## config.mk

```make
export PLATFORM = sky130hd
export DESIGN_NAME = bpi_ballast_ctrl
export DESIGN_NICKNAME = d
export VERILOG_FILES = /design/src/logic/bpi_pkg.sv /design/src/logic/bpi_qualifier.sv /design/src/logic/bpi_inv_bridge.sv /design/src/logic/bpi_ballast_ctrl.sv
export SDC_FILE = /design/constraint.sdc
export NUM_CORES = 1
export LEC_CHECK = 0
export BUFFER_PORTS_ARGS = -buffer_cell sky130_fd_sc_hd__buf_2
export CORE_MARGIN = 2
export CORE_UTILIZATION = 25
export CTS_CLUSTER_SIZE = 25
export DETAILED_ROUTE_END_ITERATION = 12
export HOLD_SLACK_MARGIN = 0.05
export SLEW_MARGIN = 10
export SYNTH_ARGS = -nofsm -noshare
export SYNTH_HDL_FRONTEND = slang
export SYNTH_SLANG_ARGS = --single-unit
export TNS_END_PERCENT = 5
```

## constraint.sdc

```tcl
create_clock -name i_clk_sys -period 4.8 [get_ports i_clk_sys]
set_input_delay 1.2 -clock i_clk_sys [delete_from_list [all_inputs] [get_ports i_clk_sys]]
set_output_delay 1.2 -clock i_clk_sys [all_outputs]
set_load 0.01 [all_outputs]
```

## src/logic/bpi_pkg.sv

```systemverilog
// Operation
// - ignition overcurrent steps inverter frequency upward
// - second-level inverter overcurrent latches full shutdown
// - gates held low during supply lockout
// - dead interval between inverter gate edges
// - enable at turn-on level, lockout below
// - startup boost: fixed off-time, rising on-time
// - valid zero-current switches boost to variable frequency
// - boost overcurrent ends pulse, waits zero-current
// - missing zero-current restarts boost after timeout
// - zero-current falling edge starts next pulse
// - bus open-loop, undervoltage and overvoltage flagged
// - preheat time quantized into setting steps
// - latched fault holds until lamp removal or supply lockout
package bpi_pkg;

  // ---------------------------------------------------------------
  // clock and timing
  // ---------------------------------------------------------------
  localparam int unsigned CLK_PERIOD_NS = 5;
  localparam int unsigned NS_PER_MS = 1_000_000;
  localparam int unsigned INV_L1_QUAL_NS = 250;
  localparam int unsigned INV_L1_QUAL_CYC = (INV_L1_QUAL_NS + CLK_PERIOD_NS - 1) / CLK_PERIOD_NS;
  localparam int unsigned INV_L2_QUAL_NS = 400;
  localparam int unsigned INV_L2_QUAL_CYC = (INV_L2_QUAL_NS + CLK_PERIOD_NS - 1) / CLK_PERIOD_NS;
  localparam int unsigned BOOST_CUR_QUAL_NS = 260;
  localparam int unsigned BOOST_CUR_QUAL_CYC =
    (BOOST_CUR_QUAL_NS + CLK_PERIOD_NS - 1) / CLK_PERIOD_NS;
  localparam int unsigned DEAD_NS = 1800;
  localparam int unsigned DEAD_CYC = DEAD_NS / CLK_PERIOD_NS;
  localparam int unsigned BOOST_TON_MIN_NS = 1000;
  localparam int unsigned BOOST_TON_MIN_CYC = BOOST_TON_MIN_NS / CLK_PERIOD_NS;
  localparam int unsigned BOOST_TON_STEP_NS = 1000;
  localparam int unsigned BOOST_TON_STEP_CYC = BOOST_TON_STEP_NS / CLK_PERIOD_NS;
  localparam int unsigned BOOST_TON_MAX_NS = 24000;
  localparam int unsigned BOOST_TON_MAX_CYC = BOOST_TON_MAX_NS / CLK_PERIOD_NS;
  localparam int unsigned BOOST_TOFF_NS = 40000;
  localparam int unsigned BOOST_TOFF_CYC = BOOST_TOFF_NS / CLK_PERIOD_NS;
  localparam int unsigned ZCD_TO_NS = 40000;
  localparam int unsigned ZCD_TO_CYC = ZCD_TO_NS / CLK_PERIOD_NS;
  localparam int unsigned PH_MAX_MS = 2000;
  localparam int unsigned PH_STEPS = 127;
  localparam int unsigned PH_STEP_CYC =
    32'((64'(PH_MAX_MS) * 64'(NS_PER_MS)) / 64'(PH_STEPS * CLK_PERIOD_NS));
  localparam int unsigned IGN_MS = 40;
  localparam int unsigned IGN_CYC = (IGN_MS * NS_PER_MS) / CLK_PERIOD_NS;
  localparam int unsigned IGN_HALF_STEP_NS = 200;
  localparam int unsigned IGN_HALF_STEP_CYC = IGN_HALF_STEP_NS / CLK_PERIOD_NS;
  localparam logic [1:0] IGN_MAX_STEPS = 2'h3;

  // ---------------------------------------------------------------
  // comparator inputs, bit 9 first
  // ---------------------------------------------------------------
  localparam int unsigned SENSE_W = 10;
  typedef struct packed {
    logic lamp_removal;
    logic bus_voltage_sense_over;
    logic bus_voltage_sense_under;
    logic bus_voltage_sense_open;
    logic supply_lockout;
    logic supply_on;
    logic boost_zero_current_in;
    logic boost_current_sense;
    logic inv_low_current_sense_2;
    logic inv_low_current_sense_1;
  } bpi_sense_t;
  localparam int unsigned QUAL_TAB [SENSE_W] = '{INV_L1_QUAL_CYC, INV_L2_QUAL_CYC,
    BOOST_CUR_QUAL_CYC, 1, 1, 1, 1, 1, 1, 1};

  // ---------------------------------------------------------------
  // operating modes
  // ---------------------------------------------------------------
  typedef enum logic [2:0] {M_LOCKOUT, M_BUS_CHECK, M_PREHEAT, M_IGNITION, M_RUN, M_FAULT} bpi_mode_t;
  typedef enum logic {B_OFF, B_ON} bpi_boost_ph_t;

endpackage

```

## src/logic/bpi_qualifier.sv

```systemverilog
`timescale 1ns/100ps
`default_nettype none
module bpi_qualifier #(
  parameter int unsigned QUAL_CYC = 1,
  parameter int unsigned CNT_W = 8
) (
  // clock and reset
  input wire logic i_clk_sys,
  input wire logic i_rstn,
  // comparator level in, qualified level out
  input wire logic i_level,
  output logic o_level
);
  import bpi_pkg::*;

  typedef struct packed {
    logic ff1;
    logic ff2;
    logic [CNT_W-1:0] cnt;
    logic q;
  } bpi_qual_st_t;
  localparam bpi_qual_st_t QU_RST = '{ff1: 1'b0, ff2: 1'b0, cnt: '0, q: 1'b0};

  bpi_qual_st_t st_q;
  bpi_qual_st_t st_d;

  // two-stage sync, then count consecutive high cycles
  always_comb begin
    st_d = st_q;
    st_d.ff1 = i_level;
    st_d.ff2 = st_q.ff1;
    st_d.cnt = '0;
    st_d.q = 1'b0;
    if (st_q.ff2) begin
      st_d.cnt = (&st_q.cnt) ? st_q.cnt : st_q.cnt + 1'b1;
      st_d.q = (32'(st_q.cnt) + 32'h0000_0001) >= QUAL_CYC;
    end
  end

  // state register
  always_ff @(posedge i_clk_sys) begin
    if (!i_rstn) begin
      st_q <= QU_RST;
    end else begin
      st_q <= st_d;
    end
  end

  assign o_level = st_q.q;

  property p_qual;
    @(posedge i_clk_sys) disable iff (!i_rstn)
    st_q.q |-> (32'(st_q.cnt) >= QUAL_CYC) && $past(st_q.ff2);
  endproperty
  a_qual: assert property (p_qual)
    else $error("qualified level without enough high cycles");

endmodule // bpi_qualifier
`default_nettype wire

```

## src/logic/bpi_inv_bridge.sv

```systemverilog
`timescale 1ns/100ps
`default_nettype none
module bpi_inv_bridge #(
  parameter int unsigned HALF_W = 16,
  parameter int unsigned DEAD_CYC = bpi_pkg::DEAD_CYC
) (
  // clock and reset
  input wire logic i_clk_sys,
  input wire logic i_rstn,
  // run request and half period in cycles
  input wire logic i_run,
  input wire logic [HALF_W-1:0] i_half_cyc,
  // gate drives
  output logic o_inv_low_gate,
  output logic o_inv_high_gate
);
  import bpi_pkg::*;

  typedef enum logic [2:0] {I_IDLE, I_LOW, I_DEAD_H, I_HIGH, I_DEAD_L} bpi_br_ph_t;
  typedef struct packed {
    bpi_br_ph_t ph;
    logic [15:0] cnt;
    logic [15:0] gap;
    logic low;
    logic high;
  } bpi_br_st_t;
  localparam bpi_br_st_t BR_RST =
    '{ph: I_IDLE, cnt: 16'h0000, gap: 16'h0000, low: 1'b0, high: 1'b0};

  bpi_br_st_t st_q;
  bpi_br_st_t st_d;
  logic half_done;
  logic dead_done;

  // half-bridge sequence, low side first after a start
  always_comb begin
    st_d = st_q;
    half_done = (32'(st_q.cnt) + 32'h0000_0001) >= 32'(i_half_cyc);
    dead_done = (32'(st_q.cnt) + 32'h0000_0001) >= DEAD_CYC;
    st_d.cnt = st_q.cnt + 16'h0001;
    case (st_q.ph)
      I_IDLE: begin
        st_d.cnt = 16'h0000;
        if (i_run) begin
          st_d.ph = I_LOW;
        end
      end
      I_LOW: begin
        if (half_done) begin
          st_d.ph = I_DEAD_H;
          st_d.cnt = 16'h0000;
        end
      end
      I_DEAD_H: begin
        if (dead_done) begin
          st_d.ph = I_HIGH;
          st_d.cnt = 16'h0000;
        end
      end
      I_HIGH: begin
        if (half_done) begin
          st_d.ph = I_DEAD_L;
          st_d.cnt = 16'h0000;
        end
      end
      I_DEAD_L: begin
        if (dead_done) begin
          st_d.ph = I_LOW;
          st_d.cnt = 16'h0000;
        end
      end
      default: begin
        st_d.ph = I_IDLE;
      end
    endcase
    if (!i_run) begin
      st_d.ph = I_IDLE;
      st_d.cnt = 16'h0000;
    end
    st_d.low = (st_d.ph == I_LOW);
    st_d.high = (st_d.ph == I_HIGH);
    st_d.gap = (st_d.low || st_d.high) ? 16'h0000 : ((&st_q.gap) ? st_q.gap : st_q.gap + 16'h0001);
  end

  // state register
  always_ff @(posedge i_clk_sys) begin
    if (!i_rstn) begin
      st_q <= BR_RST;
    end else begin
      st_q <= st_d;
    end
  end

  assign o_inv_low_gate = st_q.low;
  assign o_inv_high_gate = st_q.high;

  property p_no_overlap;
    @(posedge i_clk_sys) disable iff (!i_rstn)
    !(st_q.low && st_q.high);
  endproperty
  a_no_overlap: assert property (p_no_overlap)
    else $error("both inverter gates high");

  property p_dead;
    @(posedge i_clk_sys) disable iff (!i_rstn)
    ($rose(st_q.high) || (st_q.low && !$past(st_q.low) && $past(st_q.ph) == I_DEAD_L))
      |-> 32'($past(st_q.gap)) >= DEAD_CYC;
  endproperty
  a_dead: assert property (p_dead)
    else $error("dead interval too short");

endmodule // bpi_inv_bridge
`default_nettype wire

```

## src/logic/bpi_ballast_ctrl.sv

```systemverilog
`timescale 1ns/100ps
`default_nettype none
module bpi_ballast_ctrl #(
  parameter int unsigned PH_SET_W = 7,
  parameter int unsigned TON_MAX_CYC = bpi_pkg::BOOST_TON_MAX_CYC,
  parameter int unsigned TOFF_CYC = bpi_pkg::BOOST_TOFF_CYC,
  parameter int unsigned ZCD_TO_CYC = bpi_pkg::ZCD_TO_CYC,
  parameter int unsigned PH_STEP_CYC = bpi_pkg::PH_STEP_CYC,
  parameter int unsigned IGN_CYC = bpi_pkg::IGN_CYC
) (
  // clock and reset
  input wire logic i_clk_sys,
  input wire logic i_rstn,
  // comparator levels
  input wire bpi_pkg::bpi_sense_t i_sense,
  // digitised resistor settings
  input wire logic [PH_SET_W-1:0] i_preheat_time_set,
  input wire logic [15:0] i_preheat_half_cyc,
  input wire logic [15:0] i_run_half_cyc,
  // gate drives
  output logic o_boost_gate,
  output logic o_inv_low_gate,
  output logic o_inv_high_gate,
  // status
  output logic o_supply_lockout,
  output logic o_fault_latched,
  output logic o_critical_conduction,
  output logic o_bus_open_loop,
  output logic o_bus_under,
  output logic o_bus_over
);
  import bpi_pkg::*;

  // ---------------------------------------------------------------
  // state
  // ---------------------------------------------------------------
  typedef struct packed {
    bpi_mode_t mode;
    bpi_boost_ph_t bph;
    logic crit;
    logic wait_zcd;
    logic [15:0] bcnt;
    logic [15:0] ton;
    logic [31:0] tmr;
    logic [PH_SET_W-1:0] ph_steps;
    logic [1:0] ign_steps;
    logic lvl1_prev;
    logic zcd_prev;
    logic gate;
    logic fault;
    logic lock;
  } bpi_top_st_t;
  localparam bpi_top_st_t ST_RST = '{mode: M_LOCKOUT, bph: B_OFF, crit: 1'b0,
    wait_zcd: 1'b0, bcnt: 16'h0000, ton: 16'(BOOST_TON_MIN_CYC), tmr: 32'h0000_0000,
    ph_steps: '0, ign_steps: 2'h0, lvl1_prev: 1'b0, zcd_prev: 1'b0, gate: 1'b0,
    fault: 1'b0, lock: 1'b1};

  bpi_top_st_t st_q;
  bpi_top_st_t st_d;
  logic [SENSE_W-1:0] raw_v;
  logic [SENSE_W-1:0] sq_v;
  bpi_sense_t sq;
  logic boost_en;
  logic zcd_fall;
  logic lvl1_rise;
  logic [16:0] ton_next;
  logic inv_run;
  logic [15:0] inv_half;
  logic [15:0] ign_cut;

  // true on the cycle that ends a count of n
  function automatic logic hit(input logic [31:0] c, input logic [31:0] n);
    return (c + 32'h0000_0001) >= n;
  endfunction

  // ---------------------------------------------------------------
  // input qualification
  // ---------------------------------------------------------------
  assign raw_v = i_sense;
  assign sq = sq_v;

  for (genvar gi = 0; gi < SENSE_W; gi++) begin : g_qual
    bpi_qualifier #(
      .QUAL_CYC(QUAL_TAB[gi]),
      .CNT_W(8)
    ) u_qual (
      .i_clk_sys(i_clk_sys),
      .i_rstn(i_rstn),
      .i_level(raw_v[gi]),
      .o_level(sq_v[gi])
    );
  end

  // ---------------------------------------------------------------
  // sequencer and boost control
  // ---------------------------------------------------------------
  always_comb begin
    st_d = st_q;
    zcd_fall = st_q.zcd_prev && !sq.boost_zero_current_in;
    lvl1_rise = sq.inv_low_current_sense_1 && !st_q.lvl1_prev;
    boost_en = (st_q.mode != M_LOCKOUT) && (st_q.mode != M_FAULT) && !sq.bus_voltage_sense_over;
    ton_next = {1'b0, st_q.ton} + 17'(BOOST_TON_STEP_CYC);
    st_d.zcd_prev = sq.boost_zero_current_in;
    st_d.lvl1_prev = sq.inv_low_current_sense_1;
    // mode sequence
    case (st_q.mode)
      M_LOCKOUT: begin
        if (sq.supply_on) begin
          st_d.mode = M_BUS_CHECK;
        end
      end
      M_BUS_CHECK: begin
        if (!sq.bus_voltage_sense_open) begin
          st_d.mode = M_PREHEAT;
          st_d.tmr = 32'h0000_0000;
          st_d.ph_steps = '0;
        end
      end
      M_PREHEAT: begin
        if (st_q.ph_steps >= i_preheat_time_set) begin
          st_d.mode = M_IGNITION;
          st_d.tmr = 32'h0000_0000;
          st_d.ign_steps = 2'h0;
        end else if (hit(st_q.tmr, PH_STEP_CYC)) begin
          st_d.tmr = 32'h0000_0000;
          st_d.ph_steps = st_q.ph_steps + 1'b1;
        end else begin
          st_d.tmr = st_q.tmr + 32'h0000_0001;
        end
      end
      M_IGNITION: begin
        if (lvl1_rise && st_q.ign_steps != IGN_MAX_STEPS) begin
          st_d.ign_steps = st_q.ign_steps + 2'h1;
        end
        if (hit(st_q.tmr, IGN_CYC)) begin
          st_d.mode = M_RUN;
        end else begin
          st_d.tmr = st_q.tmr + 32'h0000_0001;
        end
      end
      M_RUN: begin
        st_d.mode = M_RUN;
      end
      M_FAULT: begin
        if (sq.lamp_removal) begin
          st_d.mode = M_BUS_CHECK;
          st_d.fault = 1'b0;
          st_d.ign_steps = 2'h0;
        end
      end
      default: begin
        st_d.mode = M_LOCKOUT;
      end
    endcase
    // inverter overcurrent latch, any operating mode except lockout
    if (st_q.mode != M_LOCKOUT && sq.inv_low_current_sense_2) begin
      st_d.fault = 1'b1;
      st_d.mode = M_FAULT;
    end
    // boost converter
    if (!boost_en) begin
      st_d.bph = B_OFF;
      st_d.gate = 1'b0;
      st_d.bcnt = 16'h0000;
      st_d.ton = 16'(BOOST_TON_MIN_CYC);
      st_d.crit = 1'b0;
      st_d.wait_zcd = 1'b0;
    end else begin
      case (st_q.bph)
        B_ON: begin
          if (sq.boost_current_sense || hit({16'h0000, st_q.bcnt}, {16'h0000, st_q.ton})) begin
            st_d.bph = B_OFF;
            st_d.gate = 1'b0;
            st_d.bcnt = 16'h0000;
            st_d.wait_zcd = sq.boost_current_sense;
            st_d.ton = (32'(ton_next) > TON_MAX_CYC) ? 16'(TON_MAX_CYC) : ton_next[15:0];
          end else begin
            st_d.bcnt = st_q.bcnt + 16'h0001;
          end
        end
        B_OFF: begin
          if (zcd_fall || hit({16'h0000, st_q.bcnt}, ZCD_TO_CYC)
              || (!st_q.crit && !st_q.wait_zcd && hit({16'h0000, st_q.bcnt}, TOFF_CYC))) begin
            st_d.bph = B_ON;
            st_d.gate = 1'b1;
            st_d.bcnt = 16'h0000;
            st_d.wait_zcd = 1'b0;
            st_d.crit = st_q.crit || zcd_fall;
          end else begin
            st_d.bcnt = st_q.bcnt + 16'h0001;
          end
        end
        default: begin
          st_d.bph = B_OFF;
          st_d.gate = 1'b0;
        end
      endcase
    end
    // supply lockout wins over everything
    if (sq.supply_lockout) begin
      st_d = ST_RST;
    end
    st_d.lock = (st_d.mode == M_LOCKOUT);
  end

  // state register
  always_ff @(posedge i_clk_sys) begin
    if (!i_rstn) begin
      st_q <= ST_RST;
    end else begin
      st_q <= st_d;
    end
  end

  // ---------------------------------------------------------------
  // inverter
  // ---------------------------------------------------------------
  // half period per mode; ignition shortens it per step
  always_comb begin
    ign_cut = 16'(32'(st_q.ign_steps) * IGN_HALF_STEP_CYC);
    inv_half = i_run_half_cyc;
    if (st_q.mode == M_PREHEAT) begin
      inv_half = i_preheat_half_cyc;
    end else if (st_q.mode == M_IGNITION) begin
      inv_half = (ign_cut < i_run_half_cyc) ? i_run_half_cyc - ign_cut : 16'h0001;
    end
  end

  assign inv_run = (st_q.mode == M_PREHEAT) || (st_q.mode == M_IGNITION) || (st_q.mode == M_RUN);

  bpi_inv_bridge #(
    .HALF_W(16),
    .DEAD_CYC(DEAD_CYC)
  ) u_bridge (
    .i_clk_sys(i_clk_sys),
    .i_rstn(i_rstn),
    .i_run(inv_run),
    .i_half_cyc(inv_half),
    .o_inv_low_gate(o_inv_low_gate),
    .o_inv_high_gate(o_inv_high_gate)
  );

  // outputs from state flops and qualifier flops
  assign o_boost_gate = st_q.gate;
  assign o_supply_lockout = st_q.lock;
  assign o_fault_latched = st_q.fault;
  assign o_critical_conduction = st_q.crit;
  assign o_bus_open_loop = sq.bus_voltage_sense_open;
  assign o_bus_under = sq.bus_voltage_sense_under;
  assign o_bus_over = sq.bus_voltage_sense_over;

  // ---------------------------------------------------------------
  // checks
  // ---------------------------------------------------------------
  property p_lock_gates;
    @(posedge i_clk_sys) disable iff (!i_rstn)
    st_q.lock [*2] |-> !o_boost_gate && !o_inv_low_gate && !o_inv_high_gate;
  endproperty
  a_lock_gates: assert property (p_lock_gates)
    else $error("gate high during lockout");

  property p_enable;
    @(posedge i_clk_sys) disable iff (!i_rstn)
    st_q.lock && !sq.supply_on |=> st_q.lock;
  endproperty
  a_enable: assert property (p_enable)
    else $error("left lockout without turn-on level");

  property p_supply_lockout_clear;
    @(posedge i_clk_sys) disable iff (!i_rstn)
    sq.supply_lockout |=> st_q.lock && !st_q.fault && st_q.tmr == 32'h0000_0000
      && st_q.ton == 16'(BOOST_TON_MIN_CYC);
  endproperty
  a_supply_lockout_clear: assert property (p_supply_lockout_clear)
    else $error("lockout did not clear state");

  property p_fault;
    @(posedge i_clk_sys) disable iff (!i_rstn)
    !st_q.lock && sq.inv_low_current_sense_2 && !sq.supply_lockout
      |=> st_q.fault ##1 (!o_inv_low_gate && !o_inv_high_gate && !o_boost_gate);
  endproperty
  a_fault: assert property (p_fault)
    else $error("overcurrent did not shut down");

  property p_fault_hold;
    @(posedge i_clk_sys) disable iff (!i_rstn)
    st_q.fault && !sq.lamp_removal && !sq.supply_lockout |=> st_q.fault;
  endproperty
  a_fault_hold: assert property (p_fault_hold)
    else $error("fault released without cause");

  property p_ign_step;
    @(posedge i_clk_sys) disable iff (!i_rstn)
    st_q.mode == M_IGNITION && lvl1_rise && st_q.ign_steps != IGN_MAX_STEPS
      && !sq.inv_low_current_sense_2 && !sq.supply_lockout
      |=> st_q.ign_steps == $past(st_q.ign_steps) + 2'h1;
  endproperty
  a_ign_step: assert property (p_ign_step)
    else $error("ignition step missing");

  property p_ton;
    @(posedge i_clk_sys) disable iff (!i_rstn)
    st_q.gate |-> st_q.bcnt < st_q.ton && 32'(st_q.ton) <= TON_MAX_CYC;
  endproperty
  a_ton: assert property (p_ton)
    else $error("boost on-time beyond limit");

  property p_climit;
    @(posedge i_clk_sys) disable iff (!i_rstn)
    st_q.gate && sq.boost_current_sense && boost_en && !sq.supply_lockout
      |=> !st_q.gate && st_q.wait_zcd;
  endproperty
  a_climit: assert property (p_climit)
    else $error("boost pulse not ended on current limit");

  property p_zcd_start;
    @(posedge i_clk_sys) disable iff (!i_rstn)
    boost_en && !sq.supply_lockout && st_q.bph == B_OFF && zcd_fall |=> st_q.gate && st_q.crit;
  endproperty
  a_zcd_start: assert property (p_zcd_start)
    else $error("zero-current edge did not start pulse");

  property p_timeout;
    @(posedge i_clk_sys) disable iff (!i_rstn)
    st_q.bph == B_OFF |-> 32'(st_q.bcnt) < ZCD_TO_CYC;
  endproperty
  a_timeout: assert property (p_timeout)
    else $error("boost off-time passed restart timeout");

  property p_bus_over;
    @(posedge i_clk_sys) disable iff (!i_rstn)
    sq.bus_voltage_sense_over |=> !o_boost_gate;
  endproperty
  a_bus_over: assert property (p_bus_over)
    else $error("boost gate during bus overvoltage");

  property p_preheat;
    @(posedge i_clk_sys) disable iff (!i_rstn)
    st_q.mode == M_PREHEAT && st_q.ph_steps < i_preheat_time_set |=> st_q.mode != M_IGNITION;
  endproperty
  a_preheat: assert property (p_preheat)
    else $error("preheat ended early");

endmodule // bpi_ballast_ctrl
`default_nettype wire

```

Yosys cells after proc, flatten, opt, wreduce, memory -nomap -nowiden
Index checks and enable logic that the tools add are counted.
W data, S select, Z words.
{ "op_classes": {"magnitude_cmp": 19, "eq_ne": 22, "n_addsub": 29, "n_reduce_logical": 58, "bitwise_logic": 3, "muxes": 49, "multipliers": 1} }
{ "op_table": {"columns": ["cell", "count"], "rows": [
  ["$ge A32 B1 Y1 const B", 7],
  ["$mux W16", 8],
  ["$mux W32", 3],
  ["$pmux W32 S3", 1],
  ["$mux W19", 5],
  ["$add A8 B1 Y9 const B", 10],
  ["$mux W84", 1],
  ["$add A8 B1 Y8 const B", 10],
  ["$pmux W16 S5", 1],
  ["$reduce_and A8 Y1", 10],
  ["$ge A32 B6 Y1 const B", 2],
  ["$mux W39", 1],
  ["$mux W35", 1],
  ["$add A16 B1 Y17 const B", 2],
  ["$pmux W17 S2", 1],
  ["$add A16 B1 Y16 const B", 2],
  ["$add A32 B1 Y32 const B", 1],
  ["$ge A32 B16 Y1", 1],
  ["$ge A32 B22 Y1 const B", 1],
  ["$ge A32 B23 Y1 const B", 1],
  ["$ge A32 B7 Y1 const B", 1],
  ["$ge A32 B9 Y1 const B", 1],
  ["$reduce_and A2 Y1", 15],
  ["$mux W3", 7],
  ["other kinds (35)", 88]
]} }
{ "totals": {"out_inout_bits": 9, "register_bits": 215, "elab_cells": 239, "inputBits": 51} }

Depth between registers and ports, before layout
{ "logic_depth": {"depth_word": 10, "mapped_depth": 22, "depth_no_buf": 21} }

By module
Synthesis repeated with hierarchy kept, for this count alone.
{ "unflattened": {"hier_cells": 1551, "hier_area_um2": 13081.3} }
{ "modules_own_cells": {"columns": ["mod", "n_inst", "area_per_inst_um2", "seq_area_each_um2", "cells_each"], "rows": [
  ["bpi_ballast_ctrl", 1, 5856.9, 1661.6, 755],
  ["bpi_qualifier (g_qual[3].u_qual ...)", 7, 571.8, 220.2, 60],
  ["bpi_inv_bridge", 1, 1616.6, 420.4, 202],
  ["bpi_qualifier (g_qual[1].u_qual)", 1, 553.0, 220.2, 64],
  ["bpi_qualifier (g_qual[2].u_qual)", 1, 531.8, 220.2, 57],
  ["bpi_qualifier (g_qual[0].u_qual)", 1, 520.5, 220.2, 53]
]} }

Worst setup path after synthesis
OpenSTA, ideal clock, no wires.
{ "synth_timing": {"path_type": "input -> register", "from": "input i_run_half_cyc[4]", "to": "register u_bridge.st_q[18] in the netlist's numbering", "slack_ns": -0.382, "path_stages": 20, "t_arrival_ns": 5.114, "required_ns": 4.732, "path_buffers": 1, "setup_time_ns": 0.068, "path_cell_list": "ha_1 a21o_1 a21o_1 a211oi_1 a21oi_1 o41ai_1 nand2_1 clkbuf_1 a22oi_1 ha_1 a21o_1 a21o_1 a21o_1 a21oi_1 o21ai_0 a31oi_1 nor3b_1 nor2_1 nand2_1 nor2_1"} }
{ "synth_between": {"elab_chain_cells": 7, "word_cells_on_any_way": 9, "cone_classes": "add/sub (1); order compare (2); mux (6)"} }
{ "synth_lines": {"columns": ["item", "line", "text"], "rows": [
  ["start, declared", "bpi_ballast_ctrl.sv:19", "input wire logic [15:0] i_run_half_cyc,"],
  ["$sub A16 B8 Y16 or $lt A8 B16 Y1 (tied branches)", "bpi_ballast_ctrl.sv:225", "inv_half = (ign_cut < i_run_half_cyc) ? i_run_half_cyc - ign_cut : 16'h0001;"],
  ["$mux W16", "bpi_ballast_ctrl.sv:225", null],
  ["$mux W16 *", "bpi_ballast_ctrl.sv:224", "end else if (st_q.mode == M_IGNITION) begin"],
  ["$mux W16 *", "bpi_ballast_ctrl.sv:222", "if (st_q.mode == M_PREHEAT) begin"],
  ["$ge A17 B16 Y1 *", "bpi_inv_bridge.sv:38", "half_done = (32'(st_q.cnt) + 32'h0000_0001) >= 32'(i_half_cyc);"],
  ["$mux W19, on equally long branches", "bpi_inv_bridge.sv:61, bpi_inv_bridge.sv:49", null],
  ["$pmux W16 S5 *", "bpi_inv_bridge.sv:41", "case (st_q.ph)"],
  ["end signal, assigned", "bpi_inv_bridge.sv:90", "st_q <= st_d;"],
  ["end, declared", "bpi_inv_bridge.sv:30", "bpi_br_st_t st_q;"]
]} }
Every way passes the cells marked *; elsewhere a longest branch is shown, timed or not.
A chain may end at the register's enable or synchronous reset.

Worst setup path in the final report
{ "layout_timing": {"from": "input i_run_half_cyc[4]", "to": "register u_bridge.st_q, in the netlist u_bridge.o_inv_high_gate"} }
{ "layout_between": {"elab_chain_cells": 9, "word_cells_on_any_way": 11, "cone_classes": "add/sub (1); order compare (2); eq/ne (1); mux (7)"} }
{ "layout_lines": {"columns": ["item", "line", "text"], "rows": [
  ["$sub A16 B8 Y16 or $lt A8 B16 Y1 (tied branches)", "bpi_ballast_ctrl.sv:225", null],
  ["$mux W16", "bpi_ballast_ctrl.sv:225", null],
  ["$mux W16 *", "bpi_ballast_ctrl.sv:224", null],
  ["$mux W16 *", "bpi_ballast_ctrl.sv:222", null],
  ["$ge A17 B16 Y1 *", "bpi_inv_bridge.sv:38", null],
  ["$mux W19, on equally long branches", "bpi_inv_bridge.sv:61, bpi_inv_bridge.sv:49", null],
  ["$pmux W3 S5 *", "bpi_inv_bridge.sv:41", null],
  ["$mux W19 *", "bpi_inv_bridge.sv:76", "if (!i_run) begin"],
  ["$eq A3 B2 Y1 *", "bpi_inv_bridge.sv:81", "st_d.high = (st_d.ph == I_HIGH);"]
]} }
Marked as above.

==> summary.md <==
| Metric | Value |
|---|---|
| Setup TNS | `0 ns` |
| Primary FF master, synth | `dfxtp_1` |
| Logic pwr share | `3.7%` |
| Inst Count DP | `2080` |
| Unrepaired setup endpoints after global routing | `no` |
| Fin crit period | `4.510 ns` |
| Residual DRC | `0` |
| Setup crit start kind | `input pin` |
| Yosys reg bits | `214` |
| Worst reg2reg path depth | `22` |
| Routed WL | `26570 um` |
| Core region area | `0.04656 mm2` |
| Worst hold-check path type | `reg2reg` |
| Leak | `5.243 nW` |
| DRT iter0 DRCs | `684` |
| I/O Buffers | `59` |
| Initial antenna violation count | `0` |
| Top cell type by total area after synthesis | `dfxtp_1` |
| Sw Pwr | `855.0 uW` |
| Post-Syn Nets | `1554` |
| Final Setup Violations | `0` |
| Via count | `10130` |
| Status | `completed` |
| Worst Setup EP | `u_bridge.o_inv_high_gate` |
| Endpoints failing hold | `0` |
| Diode count | `0` |
| CTS Buffer Depth | `3` |
| VDD IR max | `0.0002130 V` |
| GRT Total Usage | `10.56%` |
| WHS Path Cells | `1` |
| H-tree depth | `1` |
| Switching Fraction | `22.01%` |
| Period utilization | `93.96%` |
| Seq pwr share | `46.4%` |
| Number of max-cap violations | `0` |
| Row count | `79` |
| Max Clk Rate | `221.7 MHz` |
| Die area | `0.04886 mm2` |
| First-pass GRT wire length | `44840 um` |
| Initial Utilization | `25.29%` |
| RR Endpoint | `u_bridge.o_inv_high_gate` |
| Clock Skew | `0.02514 ns` |
| Clock Power Share | `49.9%` |
| Most frequent cell after synthesis | `dfxtp_1` |
| Worst-Skew Late Latency | `0.54 ns` |
| Total CTS buffers | `25` |
| Final GP Congestion | `0.8657` |
| Layout Nets | `1624` |
| 1st-pass router iterations | `5` |
| Internal power | `3.029 mW` |
| HPWL after detailed placement | `19460 um` |
| Max_slew headroom | `47.19%` |
| Reg2Reg Setup Slack | `0.57 ns` |
| Average via count per standard cell | `4.766` |
| Clock Root Buffer | `clkbuf_16` |
| CP Max Fanout | `3` |
| Fillcell total | `4904` |
| R2r startpoint | `st_q[6]` |
| Largest net degree at the start of global routing | `33` |
| Ys Warns | `0` |
| Syn Area/Cell | `8.235 um2` |
| Multi-input logic area | `0.007048 mm2` |
| Antenna viol nets, final | `0` |
| Chip height | `221.0 um` |
| Synth area leaders | `dfxtp_1, ha_1, nor2_1, a21oi_1, nand3_1` |
| Pwr Density | `283.7 mW/mm2` |
| Mapped Area | `0.01178 mm2` |
| Post-synth top area share | `36.38%` |
| Crit path from | `i_run_half_cyc[4]` |
| Storage cell area | `0.004284 mm2` |
| Register area share after synthesis | `36.38%` |
| Worst EP arrival | `4.99 ns` |
| Req. time, crit path | `5.28 ns` |
| Synth top cells by count | `dfxtp_1, nor2_1, nand2_1` |
| Clock slew at reported path FFs | `0.06 ns` |
| IO Pins | `60` |
| Clk sinks | `214` |
| Vias in the first global route | `9292` |
| Syn Inst Count | `1430` |
| Max Slew Vio Count | `0` |
| Synth unique cells | `76` |
| Die width | `221.0 um` |
| Avg WL per Cell | `12.50 um` |
| Asr flop ratio synth | `0%` |
| Critical setup path kind | `in2reg` |
| Worst setup EP type | `register` |
| Layout cell share with drive strength beyond 1 | `10.54%` |
| Pwr Total | `3.884 mW` |
| Area Growth Syn to Fin | `16.22%` |
| CTS tree | `done` |
| Transition time of the tightest slew-check pin | `0.7848 ns` |
| Grt total ovfl | `0` |
| Post-synth EDFFs | `0` |
| Final std cells w/o fill | `2125` |
==> worst min path at each step <==
stage                                   from  slack (ns)                        to
floorplan           g_qual[0].u_qual.st_d[9]        0.41  g_qual[0].u_qual.st_q[9]
global placement    g_qual[6].u_qual.st_d[9]        0.41  g_qual[6].u_qual.st_q[9]
detailed placement  g_qual[9].u_qual.st_d[9]        0.42  g_qual[9].u_qual.st_q[9]
CTS                 g_qual[9].u_qual.st_d[9]        0.43  g_qual[9].u_qual.st_q[9]
global route        g_qual[6].u_qual.st_d[9]        0.44  g_qual[6].u_qual.st_q[9]
finish              g_qual[9].u_qual.st_d[9]        0.43  g_qual[9].u_qual.st_q[9]
==> registers in the layout (all words and copies together) (netlist names) <==
signal	flops
g_qual.u_qual.o_level	10
g_qual.u_qual.st_q	90
u_bridge.st_q	19
o_critical_conduction	1
o_supply_lockout	1
g_qual.u_qual.st_d	10
o_fault_latched	1
u_bridge.o_inv_low_gate	1
st_q	79
u_bridge.o_inv_high_gate	1
o_boost_gate	1
==> power groups by stage <==
stage	combinational [mW]	sequential (mW)	clock, mW
5_1_grt	0.164	1.80	2.08
6_report	0.145	1.80	1.94
2_1_floorplan	0.0874	1.84	0
4_1_cts	0.147	1.80	2.00
3_3_place_gp	0.143	1.84	0
3_5_place_dp	0.146	1.84	0
==> repair_timing <==
action / CTS / global route
setup buffers: 0 / 0
endpoints found under the setup margin: 0 / 15
hold buffers: 0 / 0
resized for setup: 0 / 1
==> per-stage QoR <==
stage                     util [%]  setup slack, ns  hold WS [ns]  cell area [um2]
final                        29.40           0.2899        0.4316            13690
after global routing         29.40          0.01370        0.4413            13690
after CTS                    29.39           0.3170        0.4333            13680
after detailed placement     27.57          -0.2043        0.4183            12840
after global placement       27.57          -0.1764        0.4131            12840
after floorplan                  -         0.005087        0.4119            11810
==> routing by layer <==
layer | up-vias | routed length [um] | global-route usage, %
li1 | 5228 | - | -
met1 | 4689 | 13760 | 15.11
met2 | 180 | 11300 | 16.45
met3 | 31 | 1039 | 1.859
met4 | 0 | 471 | 2.360
met5 | - | 0 | 0
==> worst max-delay path, stage by stage <==
cell	delay [ns]
buf_2	0.11
ha_1	0.29
a21o_1	0.19
a21o_1	0.19
a211oi_2	0.24
a21oi_1	0.08
o41ai_2	0.37
buf_4	0.17
a21oi_1	0.05
a21oi_1	0.16
ha_1	0.25
nand2b_1	0.14
a21o_1	0.17
a21o_1	0.17
a21oi_1	0.13
o211ai_1	0.11
a31oi_1	0.25
buf_4	0.17
nor2b_1	0.05
xnor2_1	0.12
nor3_1	0.21
and2_1	0.17
==> layout by cell type (no fill, tap or decap), drive strengths merged, types with 5 or more instances in the layout <==
master  instances
o21ai          46
a21oi         102
a211oi         17
o211ai          6
nor4           20
mux2i          18
nand3b          5
a21o           19
nand4          30
dfxtp         214
nor3b           7
or3            16
nor2b          20
nor2          171
ha             72
and3           34
xnor2          52
o22ai           5
or4             5
nor3           52
buf            82
inv            76
nand2         105
a22oi          18
o31ai           8
and4           11
xor2           50
nand2b         13
a31oi          16
o21a            5
clkbuf         30
clkinv         11
nand3          94
and2           38
==> logic make-up (layout without fill, tap and decap cells) <==
kind of cell / after synthesis / count (layout) / synth area share, %
flip-flops: 214 / 214 / 36.38
AO/OA/AOI/OAI: 277 / 277 / 15.02
multiplexers: 20 / 20 / 1.721
buffers and inverters: 114 / 202 / 4.048
AND/OR/NAND/NOR: 630 / 630 / 27.42
adder cells (fa/ha/maj): 73 / 73 / 7.820
XOR/XNOR: 102 / 102 / 7.586
==> area by class of cell <==
cell class	count	share of cell area, %
inverters	75	2.057
multi-input cells	1102	51.49
clock inverters	15	1.179
flip-flops and latches	214	31.30
well taps	607	5.549
repair buffers	82	3.419
clock buffers	30	5.000
(Power assumes the default switching activity.)
